**src/pkg/rss_pkg.sv**
```systemverilog
package rss_pkg;

    // Reference clock rate in megahertz
    localparam int unsigned REF_CLK_MHZ           = 200;

    // Delays in microseconds, defaults of plain value
    localparam int unsigned POWER_ON_DELAY_US     = 10;
    localparam int unsigned BROWN_OUT_DELAY_US    = 10;
    localparam int unsigned MONITOR_START_DELAY_US = 2;

    // Least times round up to whole cycles, never below one
    localparam int unsigned POWER_ON_DELAY_CYC =
        (POWER_ON_DELAY_US * REF_CLK_MHZ < 1) ? 1 :
        POWER_ON_DELAY_US * REF_CLK_MHZ;
    localparam int unsigned BROWN_OUT_DELAY_CYC =
        (BROWN_OUT_DELAY_US * REF_CLK_MHZ < 1) ? 1 :
        BROWN_OUT_DELAY_US * REF_CLK_MHZ;
    localparam int unsigned MONITOR_START_DELAY_CYC =
        (MONITOR_START_DELAY_US * REF_CLK_MHZ < 1) ? 1 :
        MONITOR_START_DELAY_US * REF_CLK_MHZ;

    // Power-up hold period in milliseconds; above 4096 cycles, so the
    // top module carries it as a parameter
    localparam int unsigned POWER_UP_HOLD_PERIOD_MS  = 64;
    localparam int unsigned POWER_UP_HOLD_PERIOD_CYC =
        POWER_UP_HOLD_PERIOD_MS * REF_CLK_MHZ * 1000;

    // Default oscillator start-up count
    localparam int unsigned OSC_START_DELAY_CYC   = 1024;

    // Counter width
    localparam int unsigned CNT_W                 = 32;

    // Fetch start address and width
    localparam int unsigned FETCH_ADDR_W          = 24;
    localparam logic [23:0] RESET_FETCH_ADDR      = 24'h000000;

    typedef enum logic [2:0]
    {
        RSS_ST_DETECT  = 3'b000,
        RSS_ST_HOLD    = 3'b001,
        RSS_ST_OSC     = 3'b010,
        RSS_ST_RUN_WAIT = 3'b011,
        RSS_ST_RUN     = 3'b100
    } rss_state_t;

endpackage : rss_pkg

```
**src/design/rss_sequencer.sv**
```systemverilog
`timescale 1ns/100ps
`default_nettype none


module rss_sequencer
    import rss_pkg::*;
#(
    parameter int unsigned POWER_ON_CYC    = POWER_ON_DELAY_CYC,
    parameter int unsigned BROWN_OUT_CYC   = BROWN_OUT_DELAY_CYC,
    parameter int unsigned HOLD_CYC        = POWER_UP_HOLD_PERIOD_CYC,
    parameter int unsigned OSC_START_CYC   = OSC_START_DELAY_CYC,
    parameter int unsigned MONITOR_CYC     = MONITOR_START_DELAY_CYC
)
(
    input  wire logic                    ref_clk,
    input  wire logic                    rstn,
    input  wire logic                    power_on_active,
    input  wire logic                    brown_out_low,
    input  wire logic                    hold_timer_enable,
    input  wire logic                    monitor_enable,
    output logic                         system_reset_out,
    output logic                         osc_enable,
    output logic                         clock_ready,
    output logic                         fetch_start,
    output logic [FETCH_ADDR_W-1:0]      fetch_addr,
    output logic                         clock_failure_monitor
);

    if (POWER_ON_CYC < 1 || BROWN_OUT_CYC < 1 || HOLD_CYC < 1 ||
        OSC_START_CYC < 1 || MONITOR_CYC < 1)
    begin : g_bad_count
        $error("rss_sequencer: delay counts must be at least one");
    end

    typedef struct packed
    {
        rss_state_t        st;
        logic [CNT_W-1:0]  por_cnt;
        logic [CNT_W-1:0]  bor_cnt;
        logic [CNT_W-1:0]  cnt;
        logic              por_done;
        logic              bor_done;
        logic              rst_out;
        logic              ready;
        logic              fetch;
        logic              monitor;
        logic [CNT_W-1:0]  since_rel;
    } rss_seq_t;

    rss_seq_t state;
    rss_seq_t next_state;
    logic     por_lvl;
    logic     bor_lvl;

    // Detector outputs are asynchronous pins
    rss_pin_sync #(.INIT(1'b1)) u_por_sync
    (
        .ref_clk (ref_clk),
        .rstn    (rstn),
        .pin     (power_on_active),
        .level   (por_lvl)
    );

    rss_pin_sync #(.INIT(1'b1)) u_bor_sync
    (
        .ref_clk (ref_clk),
        .rstn    (rstn),
        .pin     (brown_out_low),
        .level   (bor_lvl)
    );

    function automatic logic [CNT_W-1:0] last_of(input int unsigned n);
        last_of = CNT_W'(n - 1);
    endfunction : last_of

    always_comb
    begin
        next_state       = state;
        next_state.fetch = 1'b0;
        // Cycles since release, kept only for the timing checks
        if (state.rst_out)
        begin
            next_state.since_rel = '0;
        end
        else if (state.since_rel != '1)
        begin
            next_state.since_rel = state.since_rel + 1'b1;
        end
        // Power-on delay restarts whenever the detector re-asserts
        if (por_lvl)
        begin
            next_state.por_cnt  = '0;
            next_state.por_done = 1'b0;
        end
        else if (!state.por_done)
        begin
            if (state.por_cnt == last_of(POWER_ON_CYC))
            begin
                next_state.por_done = 1'b1;
            end
            else
            begin
                next_state.por_cnt = state.por_cnt + 1'b1;
            end
        end
        if (bor_lvl)
        begin
            next_state.bor_cnt  = '0;
            next_state.bor_done = 1'b0;
        end
        else if (!state.bor_done)
        begin
            if (state.bor_cnt == last_of(BROWN_OUT_CYC))
            begin
                next_state.bor_done = 1'b1;
            end
            else
            begin
                next_state.bor_cnt = state.bor_cnt + 1'b1;
            end
        end
        // Any detector dropping back restarts the whole sequence
        if (por_lvl || bor_lvl || !state.por_done || !state.bor_done)
        begin
            next_state.st      = RSS_ST_DETECT;
            next_state.cnt     = '0;
            next_state.rst_out = 1'b1;
            next_state.ready   = 1'b0;
            next_state.monitor = 1'b0;
        end
        else
        begin
            case (state.st)
                RSS_ST_DETECT:
                begin
                    next_state.cnt = '0;
                    // Hold timer off skips straight to release
                    if (hold_timer_enable)
                    begin
                        next_state.st = RSS_ST_HOLD;
                    end
                    else
                    begin
                        next_state.st      = RSS_ST_OSC;
                        next_state.rst_out = 1'b0;
                    end
                end
                RSS_ST_HOLD:
                begin
                    if (state.cnt == last_of(HOLD_CYC))
                    begin
                        next_state.cnt     = '0;
                        next_state.st      = RSS_ST_OSC;
                        next_state.rst_out = 1'b0;
                    end
                    else
                    begin
                        next_state.cnt = state.cnt + 1'b1;
                    end
                end
                RSS_ST_OSC:
                begin
                    if (state.cnt == last_of(OSC_START_CYC))
                    begin
                        next_state.cnt   = '0;
                        next_state.st    = RSS_ST_RUN_WAIT;
                        next_state.ready = 1'b1;
                        next_state.fetch = 1'b1;
                    end
                    else
                    begin
                        next_state.cnt = state.cnt + 1'b1;
                    end
                end
                RSS_ST_RUN_WAIT:
                begin
                    if (state.cnt == last_of(MONITOR_CYC))
                    begin
                        next_state.st      = RSS_ST_RUN;
                        next_state.monitor = monitor_enable;
                    end
                    else
                    begin
                        next_state.cnt = state.cnt + 1'b1;
                    end
                end
                RSS_ST_RUN:
                begin
                    // Enable is a configuration level; sampled live
                    next_state.monitor = monitor_enable;
                end
                default:
                begin
                    next_state.st = RSS_ST_DETECT;
                end
            endcase
        end
    end

    always_ff @(posedge ref_clk or negedge rstn)
    begin
        if (!rstn)
        begin
            state <= '{st: RSS_ST_DETECT, rst_out: 1'b1, default: '0};
        end
        else
        begin
            state <= next_state;
        end
    end

    assign system_reset_out      = state.rst_out;
    assign osc_enable            = !state.rst_out;
    assign clock_ready           = state.ready;
    assign fetch_start           = state.fetch;
    assign fetch_addr            = RESET_FETCH_ADDR;
    assign clock_failure_monitor = state.monitor;

    property p_por_holds;
        @(posedge ref_clk) disable iff (!rstn)
        por_lvl |=> system_reset_out;
    endproperty
    a_por_holds: assert property (p_por_holds)
        else $error("reset released with power-on detector active");

    property p_bor_holds;
        @(posedge ref_clk) disable iff (!rstn)
        bor_lvl |=> system_reset_out && !clock_ready;
    endproperty
    a_bor_holds: assert property (p_bor_holds)
        else $error("reset released with brown-out active");

    property p_hold_period;
        @(posedge ref_clk) disable iff (!rstn)
        $fell(system_reset_out) && hold_timer_enable
            |-> $past(state.st) == RSS_ST_HOLD;
    endproperty
    a_hold_period: assert property (p_hold_period)
        else $error("reset released without hold period");

    property p_release_osc;
        @(posedge ref_clk) disable iff (!rstn)
        $fell(system_reset_out) |-> osc_enable && state.st == RSS_ST_OSC;
    endproperty
    a_release_osc: assert property (p_release_osc)
        else $error("oscillator enable not tied to reset release");

    property p_fetch_zero;
        @(posedge ref_clk) disable iff (!rstn)
        $rose(clock_ready) |-> fetch_start && fetch_addr == 24'h000000;
    endproperty
    a_fetch_zero: assert property (p_fetch_zero)
        else $error("fetch not started at zero on clock ready");

    property p_monitor_late;
        @(posedge ref_clk) disable iff (!rstn)
        $rose(clock_failure_monitor) |-> clock_ready &&
            state.since_rel >= CNT_W'(OSC_START_CYC + MONITOR_CYC);
    endproperty
    a_monitor_late: assert property (p_monitor_late)
        else $error("monitor started before its delay");

    property p_ready_delay;
        @(posedge ref_clk) disable iff (!rstn)
        $rose(clock_ready) |-> state.since_rel == CNT_W'(OSC_START_CYC);
    endproperty
    a_ready_delay: assert property (p_ready_delay)
        else $error("clock ready at wrong count after release");

    property p_fetch_pulse;
        @(posedge ref_clk) disable iff (!rstn)
        fetch_start |=> !fetch_start;
    endproperty
    a_fetch_pulse: assert property (p_fetch_pulse)
        else $error("fetch start longer than one cycle");

    c_release: cover property (@(posedge ref_clk) disable iff (!rstn)
        $fell(system_reset_out));
    c_ready: cover property (@(posedge ref_clk) disable iff (!rstn)
        $rose(clock_ready));
    c_monitor: cover property (@(posedge ref_clk) disable iff (!rstn)
        $rose(clock_failure_monitor));
    c_brownout: cover property (@(posedge ref_clk) disable iff (!rstn)
        clock_ready && bor_lvl);

endmodule : rss_sequencer

`default_nettype wire

```
**src/design/rss_pin_sync.sv**
```systemverilog
`timescale 1ns/100ps
`default_nettype none

module rss_pin_sync
    import rss_pkg::*;
#(
    parameter logic INIT = 1'b1
)
(
    input  wire logic ref_clk,
    input  wire logic rstn,
    input  wire logic pin,
    output logic      level
);

    typedef struct packed
    {
        logic [2:0] stage;
        logic       level;
    } rss_sync_t;

    rss_sync_t state;
    rss_sync_t next_state;

    // First stage feeds only the second; a change counts once two and
    // three agree, which filters a single-cycle glitch
    always_comb
    begin
        next_state       = state;
        next_state.stage = {state.stage[1:0], pin};
        if (state.stage[1] == state.stage[2])
        begin
            next_state.level = state.stage[2];
        end
    end

    always_ff @(posedge ref_clk or negedge rstn)
    begin
        if (!rstn)
        begin
            state <= '{stage: {3{INIT}}, level: INIT};
        end
        else
        begin
            state <= next_state;
        end
    end

    assign level = state.level;

endmodule : rss_pin_sync

`default_nettype wire

```
**config.mk**
```make
export PLATFORM = sky130hd
export DESIGN_NAME = rss_sequencer
export DESIGN_NICKNAME = d
export VERILOG_FILES = /design/src/pkg/rss_pkg.sv /design/src/design/rss_sequencer.sv /design/src/design/rss_pin_sync.sv
export SDC_FILE = /design/constraint.sdc
export NUM_CORES = 1
export LEC_CHECK = 0
export BUFFER_PORTS_ARGS = -buffer_cell sky130_fd_sc_hd__buf_2
export CAP_MARGIN = 20
export CORE_UTILIZATION = 62
export CTS_CLUSTER_DIAMETER = 150
export CTS_CLUSTER_SIZE = 40
export DETAILED_ROUTE_END_ITERATION = 10
export PLACE_DENSITY = 0.89
export SLEW_MARGIN = 20
export SYNTH_ARGS = -nofsm -noshare
export SYNTH_HDL_FRONTEND = slang
export SYNTH_SLANG_ARGS = --single-unit
```
**constraint.sdc**
```tcl
create_clock -name ref_clk -period 2.75 [get_ports ref_clk]
set_clock_uncertainty 0.15 [all_clocks]
set_input_delay 0 -clock ref_clk [delete_from_list [all_inputs] [get_ports ref_clk]]
set_output_delay 0 -clock ref_clk [all_outputs]
set_load 0.05 [all_outputs]
```
=== Yosys cells after proc, flatten, opt, wreduce, memory -nomap -nowiden ===
Cells that the tools add are included.
W data, S select, Z words.

* Flip-flop bits (word level): 113
* Bits in latches: 0
* Memory bits (writable): 0
* Bits in read-only memories: 0
* Input bits: 6
* Word-level logic and storage cells: 90
* Memories: 0

* Add/sub/neg operators: 3
* $mul: 0
* Div/mod/pow operators: 0
* $lt $le $gt $ge: 0
* Eq/ne operators: 21
* Shifts and indexed selects: 0
* Multiplexer cells: 33
* Bitwise gates (word level): 0
* Reductions and logical operators: 19

{| class="wikitable"
|+ Operators by type and width
! operator !! number
|-
| $mux W32 || 10
|-
| $pmux W32 S4 || 1
|-
| $add A32 B1 Y32 const B || 3
|-
| $eq A32 B11 Y1 const B || 2
|-
| $eq A32 B10 Y1 const B || 1
|-
| $eq A32 B24 Y1 const B || 1
|-
| $eq A32 B9 Y1 const B || 1
|-
| $ne A3 B3 Y1 const B || 5
|-
| $pmux W3 S5 || 1
|-
| $mux W3 || 4
|-
| $mux W1 || 11
|-
| $reduce_and A2 Y1 || 5
|-
| $mux W2 || 4
|-
| $ne A2 B1 Y1 const B || 4
|-
| $eq A3 B2 Y1 const B || 2
|-
| $reduce_bool A3 Y1 || 2
|-
| $reduce_bool A5 Y1 || 1
|-
| $pmux W1 S2 || 2
|-
| $reduce_and A4 Y1 || 1
|-
| $reduce_bool A2 Y1 || 2
|-
| $eq A3 B1 Y1 const B || 1
|-
| $eq A3 B3 Y1 const B || 1
|-
| $logic_not A1 Y1 || 3
|-
| $logic_not A3 Y1 || 1
|-
| 4 further kinds || 7
|}

=== Depth between registers and ports, before layout ===
* Depth after elaboration: 5
* Mapped depth: 9

=== Hierarchy ===
Synthesis repeated with hierarchy kept, for this count alone.

* Cells, all modules: 668
* Area total of the unflattened synthesis: 6087.1 um2

{| class="wikitable"
|+ Modules (own cells, without submodules)
! module !! times used !! cells an instance !! area each (um2) !! seq. area each (um2)
|-
| rss_sequencer || 1 || 658 || 5854.4 || 2628.8
|-
| rss_pin_sync || 2 || 5 || 116.4 || 105.1
|}

=== Worst setup path after synthesis ===
OpenSTA, ideal clock, no wires.

* Kind: flip-flop to flip-flop
* From: register state[38] (netlist name)
* To: register state[61] (netlist name)
* Setup time: 118 ps
* Arrival time: 2081 ps
* Path slack: 401 ps
* Stages on the path, launching flop included: 9
* Path through: dfrtp_1 > ha_1 > nand3_1 > or4_4 > o31ai_4 > a211o_2 > buf_4 > nor3_1 > a21o_1

* Longest elaborated chain between the ends: 4

{| class="wikitable"
|+ Ends and longest elaborated chain
! what !! line !! RTL
|-
| from (decl) || rss_sequencer.sv:50 || <nowiki>rss_seq_t state;</nowiki>
|-
| from (signal assigned) || rss_sequencer.sv:208 || <nowiki>state <= next_state;</nowiki>
|-
| $add A32 B1 Y32, or another cell as far along || rss_sequencer.sv:158, rss_sequencer.sv:172, rss_sequencer.sv:184 ||
|-
| $mux W32, on equally long branches || rss_sequencer.sv:177, rss_sequencer.sv:150, rss_sequencer.sv:163 ||
|-
| $pmux W32 S4 || rss_sequencer.sv:133 || <nowiki>case (state.st)</nowiki>
|-
| $mux W32 || rss_sequencer.sv:123 || <nowiki>if (por_lvl || bor_lvl || !state.por_done || !state.bor_done)</nowiki>
|}

Parallel ways exist; a longest one is shown, timed or not. The select of a mux whose other input is x is not followed.
A chain may end at the register's enable or synchronous reset.

=== Final worst setup path ===
* From: register state[38] (netlist name)
* To: register state[135] (netlist name)

* Longest elaborated chain between the ends: 3

{| class="wikitable"
|+ Ends and longest elaborated chain
! what !! line !! RTL
|-
| $eq A32 B9 Y1, or another cell as far along || rss_sequencer.sv:177 || <nowiki>if (state.cnt == last_of(MONITOR_CYC))</nowiki>
|-
| $ne A3 B3 Y1 (no line) || -- ||
|-
| $reduce_and A4 Y1 (no line) * || -- ||
|}

Every way passes the cells marked *; elsewhere a longest branch is shown, timed or not.

==> results.py <==
metrics = {
    "status": {
        "status": "finished clean",
    },
    "cts": {
        "numCtsBuffers": 17,
        "cts_htree_levels": 4,
        "path_clk_slew_ps": 50,
        "tritoncts": "done",
        "clock_sinks": 113,
        "cts.path.max_buffers": 2,
        "clockRootBuffer": "clkbuf_8",
        "clk_latency_ps": 540,
    },
    "sta": {
        "max_slew_margin": 0.5480,
        "final.min_clock_period_ps": 2655,
        "tightest_slew_ps": 673.5,
        "finalCritPeriodShare": 0.9655,
        "hold-worst-slack_ps": 102.6,
        "finalSetupViolations": 0,
        "max_freq_mhz": 376.6,
        "slew_viol_final": 0,
        "final_hold_viol_count": 0,
    },
    "final_layout": {
        "final_common_cell": "dfrtp_1",
        "n_fill_cell": 665,
        "layout-drive-gt1-share": 0.1303,
        "nets": 733,
        "final_core_util": 0.7245,
        "syn_to_final_growth_pct": 12.60,
        "stdcell_count": 870,
        "final_cell_mix": "dfrtp_1, nor2_1, nand2_1, nand3_1, xor2_1",
        "diodes": 0,
    },
    "global_route": {
        "gr-usage-met1": 0.4036,
        "grt_overflow_total": 0,
        "antenna_found_initial": 0,
        "grt_start_max_net_pins": 53,
        "grtUsageMet2": 0.4882,
        "use_met3": 0.07527,
        "first_global_vias": 5274,
        "grtUsageTotal": 0.3099,
        "top_usage_layer": "met2",
        "grt_pass1_wl_um": 24940,
    },
    "placement": {
        "gp_congestion": 0.8962,
        "placed_cells": 825,
        "port_buffers": 10,
        "dp_hpwl_um": 9610,
    },
    "synth": {
        "yosysTopAreaCellShare": 0.4100,
        "synth-edff-count": 0,
        "synth_top_area_cell": "dfrtp_1",
        "ys_warn_count": 0,
        "synthCells": 689,
        "syn_area_per_cell_um2": 9.212,
        "ys.flop_type": "dfrtp_1",
        "syn_area_um2": 6347,
        "ys_ff_latch": 113,
        "ys_async_sr_fraction": 1.000,
        "ys_seq_area_frac": 0.4473,
        "yosys-top-cells-area": "dfrtp_1, xor2_1, nor2_1",
        "synth_cell_types": 65,
    },
    "floorplan": {
        "die-height_um": 103.2,
        "core_area_um2": 9864,
        "std_cell_rows": 36,
        "dieArea_um2": 10650,
        "die_x_um": 103.2,
        "num_io_pins": 35,
        "start_util": 0.6435,
    },
    "routing": {
        "drtIter0Drc": 364,
        "dr.pass1.iters": 6,
        "vias": 5464,
        "ant_nets": 0,
        "wl_um": 14900,
        "via_per_inst": 6.280,
        "remaining_drc_errors": 0,
        "wl_per_cell_um": 17.12,
    },
    "power_and_ir_drop": {
        "clock_power_share": 0.491,
        "p_int_mw": 2.879,
        "switchingPower_mw": 0.9236,
        "vdd_drop_max_mv": 0.4043,
        "switching_share": 0.2429,
        "power_frac_seq": 0.452,
        "powerDensity_nw_per_um2": 532.0,
        "comb_power_share": 0.057,
        "p_leak_nw": 3.008,
    },
    "worst_setup_path": {
        "end_kind": "register",
        "worst_setup_path_start_kind": "register",
        "path_cells": "ha_1 > nand3_1 > or4_4 > o31ai_4 > buf_4 > a21boi_1 > nor2_1 > nor4_1",
        "critPathSlowestCell": "or4_4",
        "max_stage_delay_ps": 600,
        "worstSetupPathType": "reg2reg",
        "crit_arrival_ps": 2930,
        "required_ps": 3030,
        "critPathMaxFanout": 5,
    },
    "hold_path": {
        "hold_class": "in2reg",
    },
    "flow_run": {
        "maxCapViolCount": 0,
    },
}
## Yosys cell counts (6+ instances only)
cell      number
and4_1         8
nand4_1       30
or3_1         25
xnor2_1        8
nand3_1       40
buf_2          7
o21ai_0       15
nor4_1        20
dfrtp_1      104
and2_1         6
o31ai_1       12
nor3_1        19
dfstp_2        9
xor2_1        33
or4_1         11
a21oi_1       31
nand2_1       42
clkbuf_1      17
a21o_1         8
o211ai_1       6
nor2_1        66
inv_1         29
and3_1        19
buf_4         27
o21ai_1       21
## power by group through the flow
stage	Clock, mW	Sequential, mW	Combinational [mW]
after floorplan	0	1.74	0.170
after global placement	0	1.74	0.192
after detailed placement	0	1.75	0.200
after CTS	1.90	1.72	0.214
after global routing	1.97	1.72	0.239
final	1.87	1.72	0.215
## cells by family (layout without fill, tap and decap cells)
kind of cell               count (synthesis)  count (layout)  synth area share
other                                      1              24         0.0005908
xor gates and xnor gates                  41              41           0.05657
muxes                                      5               5          0.008673
buffers and inverters                     82             107           0.06702
AOI/OAI and AO/OA                        127             127            0.1337
DFF                                      113             113            0.4473
and+or+nand+nor                          315             315            0.2772
adders and majority gates                  5               5          0.009068
## worst paths after layout
kind                                                       to  depth (start not counted)                               start  slack, ps
max reg2reg                            state[135]$_DFFE_PN0P_                          8               state[38]$_DFFE_PN0P_        100
min reg2reg                u_por_sync.next_state[3]$_DFF_PN1_                          0  u_por_sync.next_state[2]$_DFF_PN1_        210
min in group asynchronous       u_bor_sync.state[3]$_DFF_PN1_                          3                                rstn        460
min                         clock_failure_monitor$_DFFE_PN0P_                          4                      monitor_enable        100
max in group asynchronous  u_por_sync.next_state[2]$_DFF_PN1_                          4                                rstn       1550
max                                    state[135]$_DFFE_PN0P_                          8               state[38]$_DFFE_PN0P_        100
## flip-flops by register name, summed over array words and instances (netlist names)
signal and count:
clock_failure_monitor 1, clock_ready 1, fetch_start 1, state 101, system_reset_out 1, u_bor_sync.level 1, u_bor_sync.next_state 2, u_bor_sync.state 1
u_por_sync.level 1, u_por_sync.next_state 2, u_por_sync.state 1
## cell type report
type / count / area (um2) / area share
Tap cell: 133 / 166.4 / 0.02328
Multi-Input combinational cell: 517 / 3182 / 0.4452
Inverter: 30 / 112.6 / 0.01576
Clock buffer: 25 / 464.2 / 0.06495
Sequential cell: 113 / 2839 / 0.3972
Clock inverter: 7 / 35.03 / 0.004902
Timing Repair Buffer: 45 / 347.8 / 0.04867
## metrics by stage
stage	setup WS [ps]	cell area (um2)	power (mW)	TNS [ps]
after floorplan	401.4	6434	1.907	0
after global placement	158.6	6505	1.935	0
after detailed placement	88.32	6505	1.945	0
after CTS	62.85	7104	3.827	0
after global routing	-13.78	7147	3.928	-25.49
final	95.01	7147	3.802	0
## metal layers
| layer | vias up | wire length [um] | part of all wire |
|---|---|---|---|
| met5 | - | 0 | 0 |
| met4 | 0 | 400 | 0.027 |
| met3 | 40 | 994 | 0.067 |
| met2 | 230 | 7275 | 0.49 |
| met1 | 2654 | 6225 | 0.42 |
| li1 | 2540 | - | - |
## what timing repair did
item | 4_1_cts | 5_1_grt
buffers inserted | 0 | 4
hold buffers | 9 | 0
resized for setup | 0 | 2
endpoints found under the hold margin | 115 | 0
setup endpoints to repair | 0 | 23
## critical path, delay by kind of cell, from the launching register on
kind / cells / cell delay [ps]
buffers and inverters: 1 / 180
flip-flops: 1 / 400
adder cells (fa/ha/maj): 1 / 220
AO/OA/AOI/OAI: 2 / 480
AND/OR/NAND/NOR: 4 / 1110
No activity file was read; power rests on OpenSTA's default activity.
